<file path="src/rtl/fca_pkg.sv">
// Purpose: shared constants and types for the flash cpu access path
// Assumes: one core clock, cpu byte addresses of 32 bits
// Notes: flash macro addresses are 22 bits wide

package fca_pkg;

  // ************************************************************
  // access width modes and link operations
  // ************************************************************
  typedef enum logic [1:0] {FCA_MODE64, FCA_MODE32, FCA_MODE16, FCA_MODE_BAD} fca_mode_e;
  typedef enum logic [1:0] {FCA_OP_READ, FCA_OP_WRITE, FCA_OP_FETCH, FCA_OP_NONE} fca_op_e;

  // timing fields as the macro sees them
  typedef struct packed {
    logic [3:0] rd_wait;   // read wait cycle count
    logic [3:0] wr_wait;   // write wait cycle count
    logic td_rd;           // transition detect for reads
    logic td_wr;           // transition detect for writes
    logic address_latch_hold_setting;            // address latch hold
    logic [1:0] eq;        // equalize
    logic wsh;             // write strobe high
  } fca_timing_s;

  // ************************************************************
  // address translation constants
  // ************************************************************
  localparam int FCA_FA_W = 22;
  localparam logic [31:0] FCA_S8_LO = 32'h0014_0000;
  localparam logic [31:0] FCA_S8_HI = 32'h0014_FFFF;
  localparam logic [31:0] FCA_S8_WIN = 32'h0000_4000;
  localparam logic [31:0] FCA_S8_ODD = 32'h0000_2000;
  localparam logic [31:0] FCA_S8_ADJ = 32'h0005_0000;
  localparam logic [31:0] FCA_S64_LO = 32'h0004_0000;
  localparam logic [31:0] FCA_S64_HI = 32'h0013_FFFF;
  localparam logic [31:0] FCA_S64_WIN = 32'h0002_0000;
  localparam logic [31:0] FCA_S64_ODD = 32'h0001_0000;
  localparam logic [31:0] FCA_S64_ADJ = 32'h000C_0000;
  localparam logic [31:0] FCA_SV_LO = 32'h0014_8000;
  localparam logic [31:0] FCA_SV_HI = 32'h0014_800F;
  localparam logic [21:0] FCA_PROG_OFS = 22'h20_0000;

  // ************************************************************
  // timing presets by core clock ceiling in MHz
  // ************************************************************
  localparam logic [6:0] FCA_RD_C1 = 7'h18;   // 24 MHz
  localparam logic [6:0] FCA_RD_C2 = 7'h30;   // 48 MHz
  localparam logic [3:0] FCA_RD_W1 = 4'h1;
  localparam logic [3:0] FCA_RD_W2 = 4'h2;
  localparam logic [3:0] FCA_RD_W3 = 4'h4;
  localparam logic [1:0] FCA_EQ2 = 2'h1;
  localparam logic [1:0] FCA_EQ3 = 2'h3;
  // write ceilings 16,32,48,64,96,100; wait count is index plus base
  localparam logic [41:0] FCA_WR_CEIL = 42'h326_080C_1010;
  localparam int FCA_WR_N = 6;
  localparam logic [3:0] FCA_WR_BASE = 4'h3;
  localparam int FCA_WR_TD_IDX = 3;
  localparam int FCA_WR_WSH_IDX = 5;

  // ************************************************************
  // controller register map (byte offsets on apb)
  // ************************************************************
  localparam logic [11:0] FCA_R_CTRL = 12'h000;
  localparam logic [11:0] FCA_R_PRESET = 12'h004;
  localparam logic [11:0] FCA_R_TIMING = 12'h008;
  localparam logic [11:0] FCA_R_ADDR = 12'h00C;
  localparam logic [11:0] FCA_R_WDATA = 12'h010;
  localparam logic [11:0] FCA_R_CMD = 12'h014;
  localparam logic [11:0] FCA_R_STATUS = 12'h018;
  localparam logic [11:0] FCA_R_RDATA = 12'h01C;
  localparam logic [11:0] FCA_R_PROG = 12'h020;
  localparam int FCA_ST_BUSY = 0;
  localparam int FCA_ST_DONE = 1;
  localparam int FCA_ST_ERR = 2;

endpackage

</file>
<file path="src/rtl/fca_if.sv">
// Purpose: link between the cpu-side controller and the flash access end
// Assumes: both ends run on the same core clock
// Notes: request held until req_ready; rsp_valid is a one-cycle pulse

`timescale 1ns/1ps

interface fca_if;
  import fca_pkg::*;
  logic req_valid;            // request pending
  logic req_ready;            // access end idle, request taken
  fca_op_e req_op;            // read, write or fetch
  logic [31:0] req_addr;      // cpu byte address
  logic [31:0] req_wdata;     // write data, low half in 16-bit mode
  logic rsp_valid;            // answer pulse
  logic rsp_err;              // access refused
  logic [31:0] rsp_rdata;     // read data
  logic [21:0] rsp_fa;        // translated macro address
  fca_mode_e mode;            // access width mode
  fca_timing_s timing;        // wait and timing fields

  modport dev (input req_valid, req_op, req_addr, req_wdata, mode, timing,
               output req_ready, rsp_valid, rsp_err, rsp_rdata, rsp_fa);
  modport ctl (output req_valid, req_op, req_addr, req_wdata, mode, timing,
               input req_ready, rsp_valid, rsp_err, rsp_rdata, rsp_fa);
endinterface

</file>
<file path="src/rtl/fca_addr_map.sv">
// Purpose: cpu address to flash macro address translation
// Assumes: byte addresses; purely combinational
// Notes: bit 2 of the cpu address picks the odd sector bank

`timescale 1ns/1ps

module fca_addr_map
  import fca_pkg::*;
(
  input wire logic [31:0] addr_in,
  output logic [FCA_FA_W-1:0] fa_out,
  output logic hit_out
);

  // ************************************************************
  // region decode and interleave arithmetic
  // ************************************************************
  always_comb
  begin
    logic [31:0] off;
    logic [31:0] fa;
    off = 32'h0000_0000;
    fa = 32'h0000_0000;
    hit_out = 1'b0;
    // halving the window offset folds even and odd banks together
    if (addr_in >= FCA_S8_LO && addr_in <= FCA_S8_HI)
    begin
      off = addr_in & (FCA_S8_WIN - 32'h0000_0001);
      fa = addr_in - off + (off >> 1) + (addr_in[2] ? FCA_S8_ODD : 32'h0000_0000)
           - {30'h0, addr_in[2:1]} + {30'h0, addr_in[1:0]} - FCA_S8_ADJ;
      hit_out = 1'b1;
    end
    else if (addr_in >= FCA_S64_LO && addr_in <= FCA_S64_HI)
    begin
      off = addr_in & (FCA_S64_WIN - 32'h0000_0001);
      fa = addr_in - off + (off >> 1) + (addr_in[2] ? FCA_S64_ODD : 32'h0000_0000)
           - {30'h0, addr_in[2:1]} + {30'h0, addr_in[1:0]} + FCA_S64_ADJ;
      hit_out = 1'b1;
    end
    fa_out = fa[FCA_FA_W-1:0];
  end

endmodule

</file>
<file path="src/rtl/fca_flash_end.sv">
// Purpose: flash access end, turns link requests into macro cycles
// Assumes: macro is synchronous on the core clock, data valid at end of wait
// Notes: one access in flight; refused requests answer at once with error

`timescale 1ns/1ps

module fca_flash_end
  import fca_pkg::*;
(
  fca_if.dev LINK,
  input wire logic CLK_IN,
  input wire logic RST_B_IN,
  output logic [FCA_FA_W-1:0] FLASH_MACRO_ADDRESS_OUT,
  output logic FLASH_RD_OUT,
  output logic FLASH_WR_OUT,
  output logic [1:0] FLASH_WIDTH_OUT,
  output logic [31:0] FLASH_WDATA_OUT,
  input wire logic [63:0] FLASH_RDATA_IN,
  output logic TRANSITION_DETECT_SETTING_OUT,
  output logic ADDRESS_LATCH_HOLD_SETTING_OUT,
  output logic [1:0] EQUALIZE_SETTING_OUT,
  output logic WRITE_STROBE_HIGH_SETTING_OUT
);

  // ************************************************************
  // state
  // ************************************************************
  typedef enum logic [1:0] {DEV_IDLE, DEV_WAIT, DEV_RESP} fca_dev_state_e;

  typedef struct packed {
    fca_dev_state_e state;      // sequencer
    fca_mode_e mode;            // mode latched for the access
    logic hi_word;              // upper half of a 64-bit unit wanted
    logic [3:0] cnt;            // wait cycles left
    logic [FCA_FA_W-1:0] fa;    // macro address
    logic rd;                   // read strobe
    logic wr;                   // write strobe
    logic [31:0] wdata;         // write data to macro
    logic td;                   // transition detect
    logic address_latch_hold_setting;                 // address latch hold
    logic [1:0] eq;             // equalize
    logic wsh;                  // write strobe high
    logic rsp_valid;            // answer pulse
    logic rsp_err;              // answer is a refusal
    logic [31:0] rdata;         // captured read data
  } fca_dev_s;

  fca_dev_s r;        // registered state
  fca_dev_s n;        // next state
  logic [FCA_FA_W-1:0] map_fa;   // translator result
  logic map_hit;                 // address falls in a flash region

  // ************************************************************
  // address translator
  // ************************************************************
  fca_addr_map u_map (
    .addr_in(LINK.req_addr),
    .fa_out(map_fa),
    .hit_out(map_hit)
  );

  // ************************************************************
  // request checks
  // ************************************************************
  logic is_wr;     // write request
  logic refuse;    // request cannot be served
  logic in_sv;     // address inside the security vectors
  logic [3:0] wait_cnt;   // wait count for this access

  always_comb
  begin
    is_wr = (LINK.req_op == FCA_OP_WRITE);
    in_sv = (LINK.req_addr >= FCA_SV_LO) && (LINK.req_addr <= FCA_SV_HI);
    refuse = 1'b0;
    if (!map_hit || LINK.mode == FCA_MODE_BAD || LINK.req_op == FCA_OP_NONE)
    begin
      refuse = 1'b1;
    end
    // the wide path only ever reads, the array cannot be written here
    if (is_wr && LINK.mode == FCA_MODE64)
    begin
      refuse = 1'b1;
    end
    // half-word mode has no fetch path
    if (LINK.req_op == FCA_OP_FETCH && LINK.mode == FCA_MODE16)
    begin
      refuse = 1'b1;
    end
    // vectors steer protection, cpu writes there would defeat it
    if (is_wr && in_sv)
    begin
      refuse = 1'b1;
    end
    wait_cnt = is_wr ? LINK.timing.wr_wait : LINK.timing.rd_wait;
    // a zero count still costs one cycle so data has time to settle
    if (wait_cnt == 4'h0)
    begin
      wait_cnt = 4'h1;
    end
  end

  // ************************************************************
  // sequencer
  // ************************************************************
  always_comb
  begin
    n = r;
    n.rsp_valid = 1'b0;
    case (r.state)
      DEV_IDLE:
      begin
        if (LINK.req_valid)
        begin
          n.mode = LINK.mode;
          n.hi_word = LINK.req_addr[2];
          n.rsp_err = refuse;
          if (refuse)
          begin
            // answer without touching the array
            n.state = DEV_RESP;
            n.rsp_valid = 1'b1;
            n.rdata = 32'h0000_0000;
          end
          else
          begin
            n.state = DEV_WAIT;
            n.cnt = wait_cnt;
            n.rd = !is_wr;
            n.wr = is_wr;
            n.td = is_wr ? LINK.timing.td_wr : LINK.timing.td_rd;
            n.address_latch_hold_setting = is_wr ? 1'b0 : LINK.timing.address_latch_hold_setting;
            n.eq = is_wr ? 2'h0 : LINK.timing.eq;
            n.wsh = is_wr ? LINK.timing.wsh : 1'b0;
            case (LINK.mode)
              // whole double word, both banks at once
              FCA_MODE64: n.fa = {map_fa[FCA_FA_W-1:2], 2'b00};
              FCA_MODE32: n.fa = {map_fa[FCA_FA_W-1:2], 2'b00};
              // half-word granularity keeps bit 1
              default: n.fa = {map_fa[FCA_FA_W-1:1], 1'b0};
            endcase
            n.wdata = (LINK.mode == FCA_MODE16) ?
                      {16'h0000, LINK.req_wdata[15:0]} : LINK.req_wdata;
          end
        end
      end
      DEV_WAIT:
      begin
        if (r.cnt == 4'h1)
        begin
          // last wait cycle: take the data and end the strobes
          n.state = DEV_RESP;
          n.rsp_valid = 1'b1;
          n.rd = 1'b0;
          n.wr = 1'b0;
          n.cnt = 4'h0;
          case (r.mode)
            // one cpu word out of the 64-bit unit
            FCA_MODE64: n.rdata = r.hi_word ? FLASH_RDATA_IN[63:32]
                                            : FLASH_RDATA_IN[31:0];
            FCA_MODE32: n.rdata = FLASH_RDATA_IN[31:0];
            default: n.rdata = {16'h0000, FLASH_RDATA_IN[15:0]};
          endcase
          if (r.wr)
          begin
            n.rdata = 32'h0000_0000;
          end
        end
        else
        begin
          n.cnt = r.cnt - 4'h1;
        end
      end
      DEV_RESP:
      begin
        // answer stood one cycle, ready again
        n.state = DEV_IDLE;
      end
      default:
      begin
        n.state = DEV_IDLE;
      end
    endcase
  end

  // ************************************************************
  // state register
  // ************************************************************
  always_ff @(posedge CLK_IN or negedge RST_B_IN)
  begin
    if (!RST_B_IN)
    begin
      r <= '0;
    end
    else
    begin
      r <= n;
    end
  end

  // ************************************************************
  // outputs
  // ************************************************************
  assign LINK.req_ready = (r.state == DEV_IDLE);
  assign LINK.rsp_valid = r.rsp_valid;
  assign LINK.rsp_err = r.rsp_err;
  assign LINK.rsp_rdata = r.rdata;
  assign LINK.rsp_fa = r.fa;
  assign FLASH_MACRO_ADDRESS_OUT = r.fa;
  assign FLASH_RD_OUT = r.rd;
  assign FLASH_WR_OUT = r.wr;
  assign FLASH_WIDTH_OUT = r.mode;
  assign FLASH_WDATA_OUT = r.wdata;
  assign TRANSITION_DETECT_SETTING_OUT = r.td;
  assign ADDRESS_LATCH_HOLD_SETTING_OUT = r.address_latch_hold_setting;
  assign EQUALIZE_SETTING_OUT = r.eq;
  assign WRITE_STROBE_HIGH_SETTING_OUT = r.wsh;

endmodule

</file>
<file path="src/flat_wrapper.sv">
// flat-port wrapper written by rule: the top's interface ports become plain ports
module fca_flash_end_flat import fca_pkg::*;
  (CLK_IN, RST_B_IN, FLASH_MACRO_ADDRESS_OUT, FLASH_RD_OUT, FLASH_WR_OUT, FLASH_WIDTH_OUT, FLASH_WDATA_OUT, FLASH_RDATA_IN, TRANSITION_DETECT_SETTING_OUT, ADDRESS_LATCH_HOLD_SETTING_OUT, EQUALIZE_SETTING_OUT, WRITE_STROBE_HIGH_SETTING_OUT, LINK_req_valid, LINK_req_op, LINK_req_addr, LINK_req_wdata, LINK_mode, LINK_timing, LINK_req_ready, LINK_rsp_valid, LINK_rsp_err, LINK_rsp_rdata, LINK_rsp_fa);
  fca_if LINK_i ();
  input wire logic CLK_IN;
  input wire logic RST_B_IN;
  output logic [FCA_FA_W-1:0] FLASH_MACRO_ADDRESS_OUT;
  output logic FLASH_RD_OUT;
  output logic FLASH_WR_OUT;
  output logic [1:0] FLASH_WIDTH_OUT;
  output logic [31:0] FLASH_WDATA_OUT;
  input wire logic [63:0] FLASH_RDATA_IN;
  output logic TRANSITION_DETECT_SETTING_OUT;
  output logic ADDRESS_LATCH_HOLD_SETTING_OUT;
  output logic [1:0] EQUALIZE_SETTING_OUT;
  output logic WRITE_STROBE_HIGH_SETTING_OUT;
  input wire logic [$bits(LINK_i.req_valid)-1:0] LINK_req_valid;
  input wire logic [$bits(LINK_i.req_op)-1:0] LINK_req_op;
  input wire logic [$bits(LINK_i.req_addr)-1:0] LINK_req_addr;
  input wire logic [$bits(LINK_i.req_wdata)-1:0] LINK_req_wdata;
  input wire logic [$bits(LINK_i.mode)-1:0] LINK_mode;
  input wire logic [$bits(LINK_i.timing)-1:0] LINK_timing;
  output wire logic [$bits(LINK_i.req_ready)-1:0] LINK_req_ready;
  output wire logic [$bits(LINK_i.rsp_valid)-1:0] LINK_rsp_valid;
  output wire logic [$bits(LINK_i.rsp_err)-1:0] LINK_rsp_err;
  output wire logic [$bits(LINK_i.rsp_rdata)-1:0] LINK_rsp_rdata;
  output wire logic [$bits(LINK_i.rsp_fa)-1:0] LINK_rsp_fa;
  assign LINK_i.req_valid = LINK_req_valid;
  assign LINK_i.req_op = LINK_req_op;
  assign LINK_i.req_addr = LINK_req_addr;
  assign LINK_i.req_wdata = LINK_req_wdata;
  assign LINK_i.mode = LINK_mode;
  assign LINK_i.timing = LINK_timing;
  assign LINK_req_ready = LINK_i.req_ready;
  assign LINK_rsp_valid = LINK_i.rsp_valid;
  assign LINK_rsp_err = LINK_i.rsp_err;
  assign LINK_rsp_rdata = LINK_i.rsp_rdata;
  assign LINK_rsp_fa = LINK_i.rsp_fa;
  fca_flash_end u_core (.LINK(LINK_i), .CLK_IN(CLK_IN), .RST_B_IN(RST_B_IN), .FLASH_MACRO_ADDRESS_OUT(FLASH_MACRO_ADDRESS_OUT), .FLASH_RD_OUT(FLASH_RD_OUT), .FLASH_WR_OUT(FLASH_WR_OUT), .FLASH_WIDTH_OUT(FLASH_WIDTH_OUT), .FLASH_WDATA_OUT(FLASH_WDATA_OUT), .FLASH_RDATA_IN(FLASH_RDATA_IN), .TRANSITION_DETECT_SETTING_OUT(TRANSITION_DETECT_SETTING_OUT), .ADDRESS_LATCH_HOLD_SETTING_OUT(ADDRESS_LATCH_HOLD_SETTING_OUT), .EQUALIZE_SETTING_OUT(EQUALIZE_SETTING_OUT), .WRITE_STROBE_HIGH_SETTING_OUT(WRITE_STROBE_HIGH_SETTING_OUT));
endmodule
</file>
<file path="config.mk">
export PLATFORM = sky130hd
export DESIGN_NAME = fca_flash_end_flat
export DESIGN_NICKNAME = d
export VERILOG_FILES = /design/src/rtl/fca_pkg.sv /design/src/rtl/fca_if.sv /design/src/rtl/fca_addr_map.sv /design/src/rtl/fca_flash_end.sv /design/src/flat_wrapper.sv
export SDC_FILE = /design/constraint.sdc
export NUM_CORES = 1
export LEC_CHECK = 0
export ABC_AREA = 1
export ABC_CLOCK_PERIOD_IN_PS = 2900
export BUFFER_PORTS_ARGS = -buffer_cell sky130_fd_sc_hd__buf_4
export CAP_MARGIN = 20
export CORE_MARGIN = 8
export CORE_UTILIZATION = 55
export DETAILED_ROUTE_END_ITERATION = 10
export GPL_TIMING_DRIVEN = 0
export PLACE_DENSITY = 0.82
export SLEW_MARGIN = 20
export SYNTH_ARGS = -nofsm -noshare
export SYNTH_HDL_FRONTEND = slang
export SYNTH_SLANG_ARGS = --single-unit
</file>
<file path="constraint.sdc">
create_clock -name CLK_IN -period 2.9 [get_ports CLK_IN]
set_input_delay 0.29 -clock CLK_IN [delete_from_list [all_inputs] [get_ports CLK_IN]]
set_output_delay 0.29 -clock CLK_IN [all_outputs]
set_load 0.1 [all_outputs]
</file>
==> impl_results.md <==
* Status: completed
* Largest net degree at the start of global routing at 104
* Clock sinks at 103
* First-pass GRT wire length at 44.2 mm
* Port Buf Inserts at 266
* Detail Route Antenna Nets at 0
* Area Overhead vs Synth at 29.6%
* Routing usage on met2 at 48.5%
* Antenna Diode Count at 0
* Vias at 8,783
* RSZ-0062 raised after global routing: yes
* Commonest non-fill, non-tap cell in the layout: nand2_1
* Area of the die at 20,300 um^2
* Syn Area/Cell at 7.12 um^2
* Most frequent cells in the layout: nand2_1 (399), buf_4 (380), inv_1 (128)
* Postcts setup bufs at 0
* Area leader, netlist: dfrtp_1
* Total Wirelength at 28.5 mm
* I/O pin count at 269
* CP Max Fanout at 8
* Worst hold path type: input pin to async pin
* Asr flop ratio synth at 100%
* Fin nets at 1,749
* All-Layer GR Usage at 27.7%
* Register area at 2580 um^2
* Critical path's top delay family: adder cells
* Most used routing layer: met2
* Cells after Synth at 1,239
* Mapped Area at 8820 um^2
* Final Hold Vio Count at 0
* Routed vias/inst at 5.05
* CTS tree: yes
* Pleak at 0.00651 uW
* # DRC at 0
* CTS Root Cell: clkbuf_16
* Crit. End Element: flop
* Layout cells sized above 1 at 32.2%
* Final setup vio count at 0
* FF+latch count, synth at 103
* Slew Viols, Final at 0
* Vias in the first global route at 8,555
* PwrDens at 336 nW/um^2
* Number of CTS-inserted buffers at 9
* Number of buffers and inverters on the critical path at 3
* Yosys top cell area share at 29.2%
* Number of H-tree levels at 3
* Grt met1 use at 32.3%
* Final worst-path cycle share at 96.5%
* # rows at 46
* Normalized max-slew margin at 36.8%
* Worst path cell trace: buf_4 -> inv_2 -> ha_1 -> inv_1 -> ha_1 -> ha_1 -> ha_1 -> a21oi_1 -> o21ai_0 -> a21oi_1 -> nand3_1 -> nand2_1 -> nand2_1 -> nand2_1 -> nand2_1 -> nand2_1 -> nand2_1
* CP Data Required Time at 3.15 ns
* Clock skew at 0.00781 ns
* Number of synthesized flops with an enable pin at 0
* Placed cells at 1,722
* Max-cap violation count at 0
* Setup WS post-layout at 0.102 ns
* Die width at 143 um
* Drt initial violations at 575
* Crit path launch type: input pin
* Final Non-Filler Cells at 1,738
* Max Clk Rate at 357 MHz
* Critical Path AT at 3.05 ns
* Distinct cell type count after synthesis at 41
* Ys flop type: dfrtp_1
* Initial Utilization at 55.9%
* Layout fillers at 1,409
* Core area at 15,800 um^2
* GR Layer Usage met3 at 4.14%
* DRT Pass-1 Iters at 5
* Initial antenna violation count at 0
* Hold-fix buffers, CTS at 0
* Worst Setup Path Type: input pin to flop
* Seq/Total Area, Yosys at 29.2%
* Slowest cell delay on critical path at 0.37 ns
* Worst-Margin Slew at 0.948 ns
* Final HPWL from detailed placement at 23.6 mm
* Worst-path clk slew at 0.08 ns
* Worst slack, placed at -0.260 ns
* Worst skew pair latency at 0.36 ns
* Area occupied by multi-input gates at 4710 um^2
* RePlAce Congestion at 1.03
* Crit-path slowest cell: ha_1
* Critical path launch point: LINK_req_addr[2]
* Synth warn at 0
* Chip height at 143 um
* Total gr overflow at 0
* Post-cts gate resize count at 0
* Worst path most repeated cell: nand2_1
* Synth top area cells: dfrtp_1 (29%), nand2_1 (17%), ha_1 (12%), buf_4 (9.8%), inv_1 (5.4%)
* CTS max path bufs at 2
* Wire per inst at 16.4 um
* Peak supply drop at 293 uV
* Tmin final at 2.80 ns
* R2R Path Start: u_core.r[103]
cell type report:
class / count / area share (%)
Clock inverter: 7 / 0.810
Tap cell: 216 / 2.36
Timing Repair Buffer: 266 / 17.5
Inverter: 133 / 4.37
Sequential cell: 103 / 22.5
Multi-Input combinational cell: 861 / 41.2
Buffer: 143 / 9.27
Clock buffer: 9 / 1.97
worst paths after layout:
check | to | cells past startpoint | slack, ns
worst min-delay path | u_core.LINK.rsp_rdata[15] | 1 | 0.04
max in group asynchronous | u_core.FLASH_MACRO_ADDRESS_OUT[13] | 1 | 2.21
worst max register to register | u_core.LINK.rsp_rdata[8] | 6 | 0.86
worst min register to register | u_core.LINK.rsp_rdata[8] | 2 | 0.48
min in group CLK_IN | u_core.FLASH_WDATA_OUT[7] | 3 | 0.12
worst max-delay path | u_core.FLASH_MACRO_ADDRESS_OUT[19] | 17 | 0.10
routing by layer:
metal | vias up | part of all wire (%)
met1 | 4024 | 41
met4 | 0 | 4.5
li1 | 4378 | -
met5 | - | 0
met3 | 73 | 6.0
met2 | 308 | 49
cell usage after synthesis, types with 3 or more instances:
library cell	instances
buf_2	4
nor3_1	5
nand2_1	400
xnor2_1	7
ha_1	82
nand3_2	3
nand4_1	15
o21ai_2	25
buf_6	8
clkbuf_1	13
nor2_1	71
o211ai_1	15
nand3_1	56
nand2_2	13
nor2_2	3
dfrtp_1	103
o21bai_1	5
a21oi_1	36
inv_2	4
xor2_1	8
buf_4	115
or2_2	21
o21ai_0	52
inv_1	128
o21ai_1	23
nand3b_1	5
power breakdown:
part	internal [uW]	switching, uW	total [uW]	leakage, uW
Sequential	1440	7.65	1450	0.00143
Combinational	416	683	1100	0.00492
Clock	691	604	1300	0.000155
kinds of logic after synthesis:
group,count (synthesis),share of synthesized area [%]
AO/OA/AOI/OAI,164,11.2
XOR/XNOR,15,1.49
adder cells (fa/ha/maj),83,11.9
buffers and inverters,276,17.7
flip-flops,103,29.2
multiplexers,1,0.113
other,1,0.0425
AND/OR/NAND/NOR,596,28.4
state kept, by name, indices dropped and copies added (netlist names):
| register | flops |
|---|---|
| u_core.TRANSITION_DETECT_SETTING_OUT | 1 |
| u_core.FLASH_RD_OUT | 1 |
| u_core.LINK.rsp_valid | 1 |
| u_core.LINK.rsp_rdata | 32 |
| u_core.EQUALIZE_SETTING_OUT | 2 |
| u_core.ADDRESS_LATCH_HOLD_SETTING_OUT | 1 |
| u_core.LINK.rsp_err | 1 |
| u_core.WRITE_STROBE_HIGH_SETTING_OUT | 1 |
| u_core.FLASH_WIDTH_OUT | 2 |
| u_core.FLASH_MACRO_ADDRESS_OUT | 21 |
| u_core.FLASH_WDATA_OUT | 32 |
| u_core.FLASH_WR_OUT | 1 |
| u_core.r | 7 |
worst reg2reg max path, cell delays in order, from the launching register on:
cell,delay [ns]
dfrtp_1,0.40
nor2_1,0.20
inv_1,0.14
nor2_1,0.37
clkbuf_1,0.44
o211ai_1,0.26
o21ai_2,0.18
metrics by stage:
stage               power (uW)  cell area, um^2  utilization, %  hold slack (ns)  TNS (ns)
floorplan                 2150             8830               -         -0.00559         0
global placement          2540            11100            70.4            0.464     -1.19
detailed placement        2550            11100            70.4            0.466     -1.53
CTS                       3850            11400            72.4           0.0903         0
global route              4040            11400            72.5            0.120    -0.105
finish                    3850            11400            72.5           0.0375         0
Note: power is estimated with default switching activity, not from simulation.
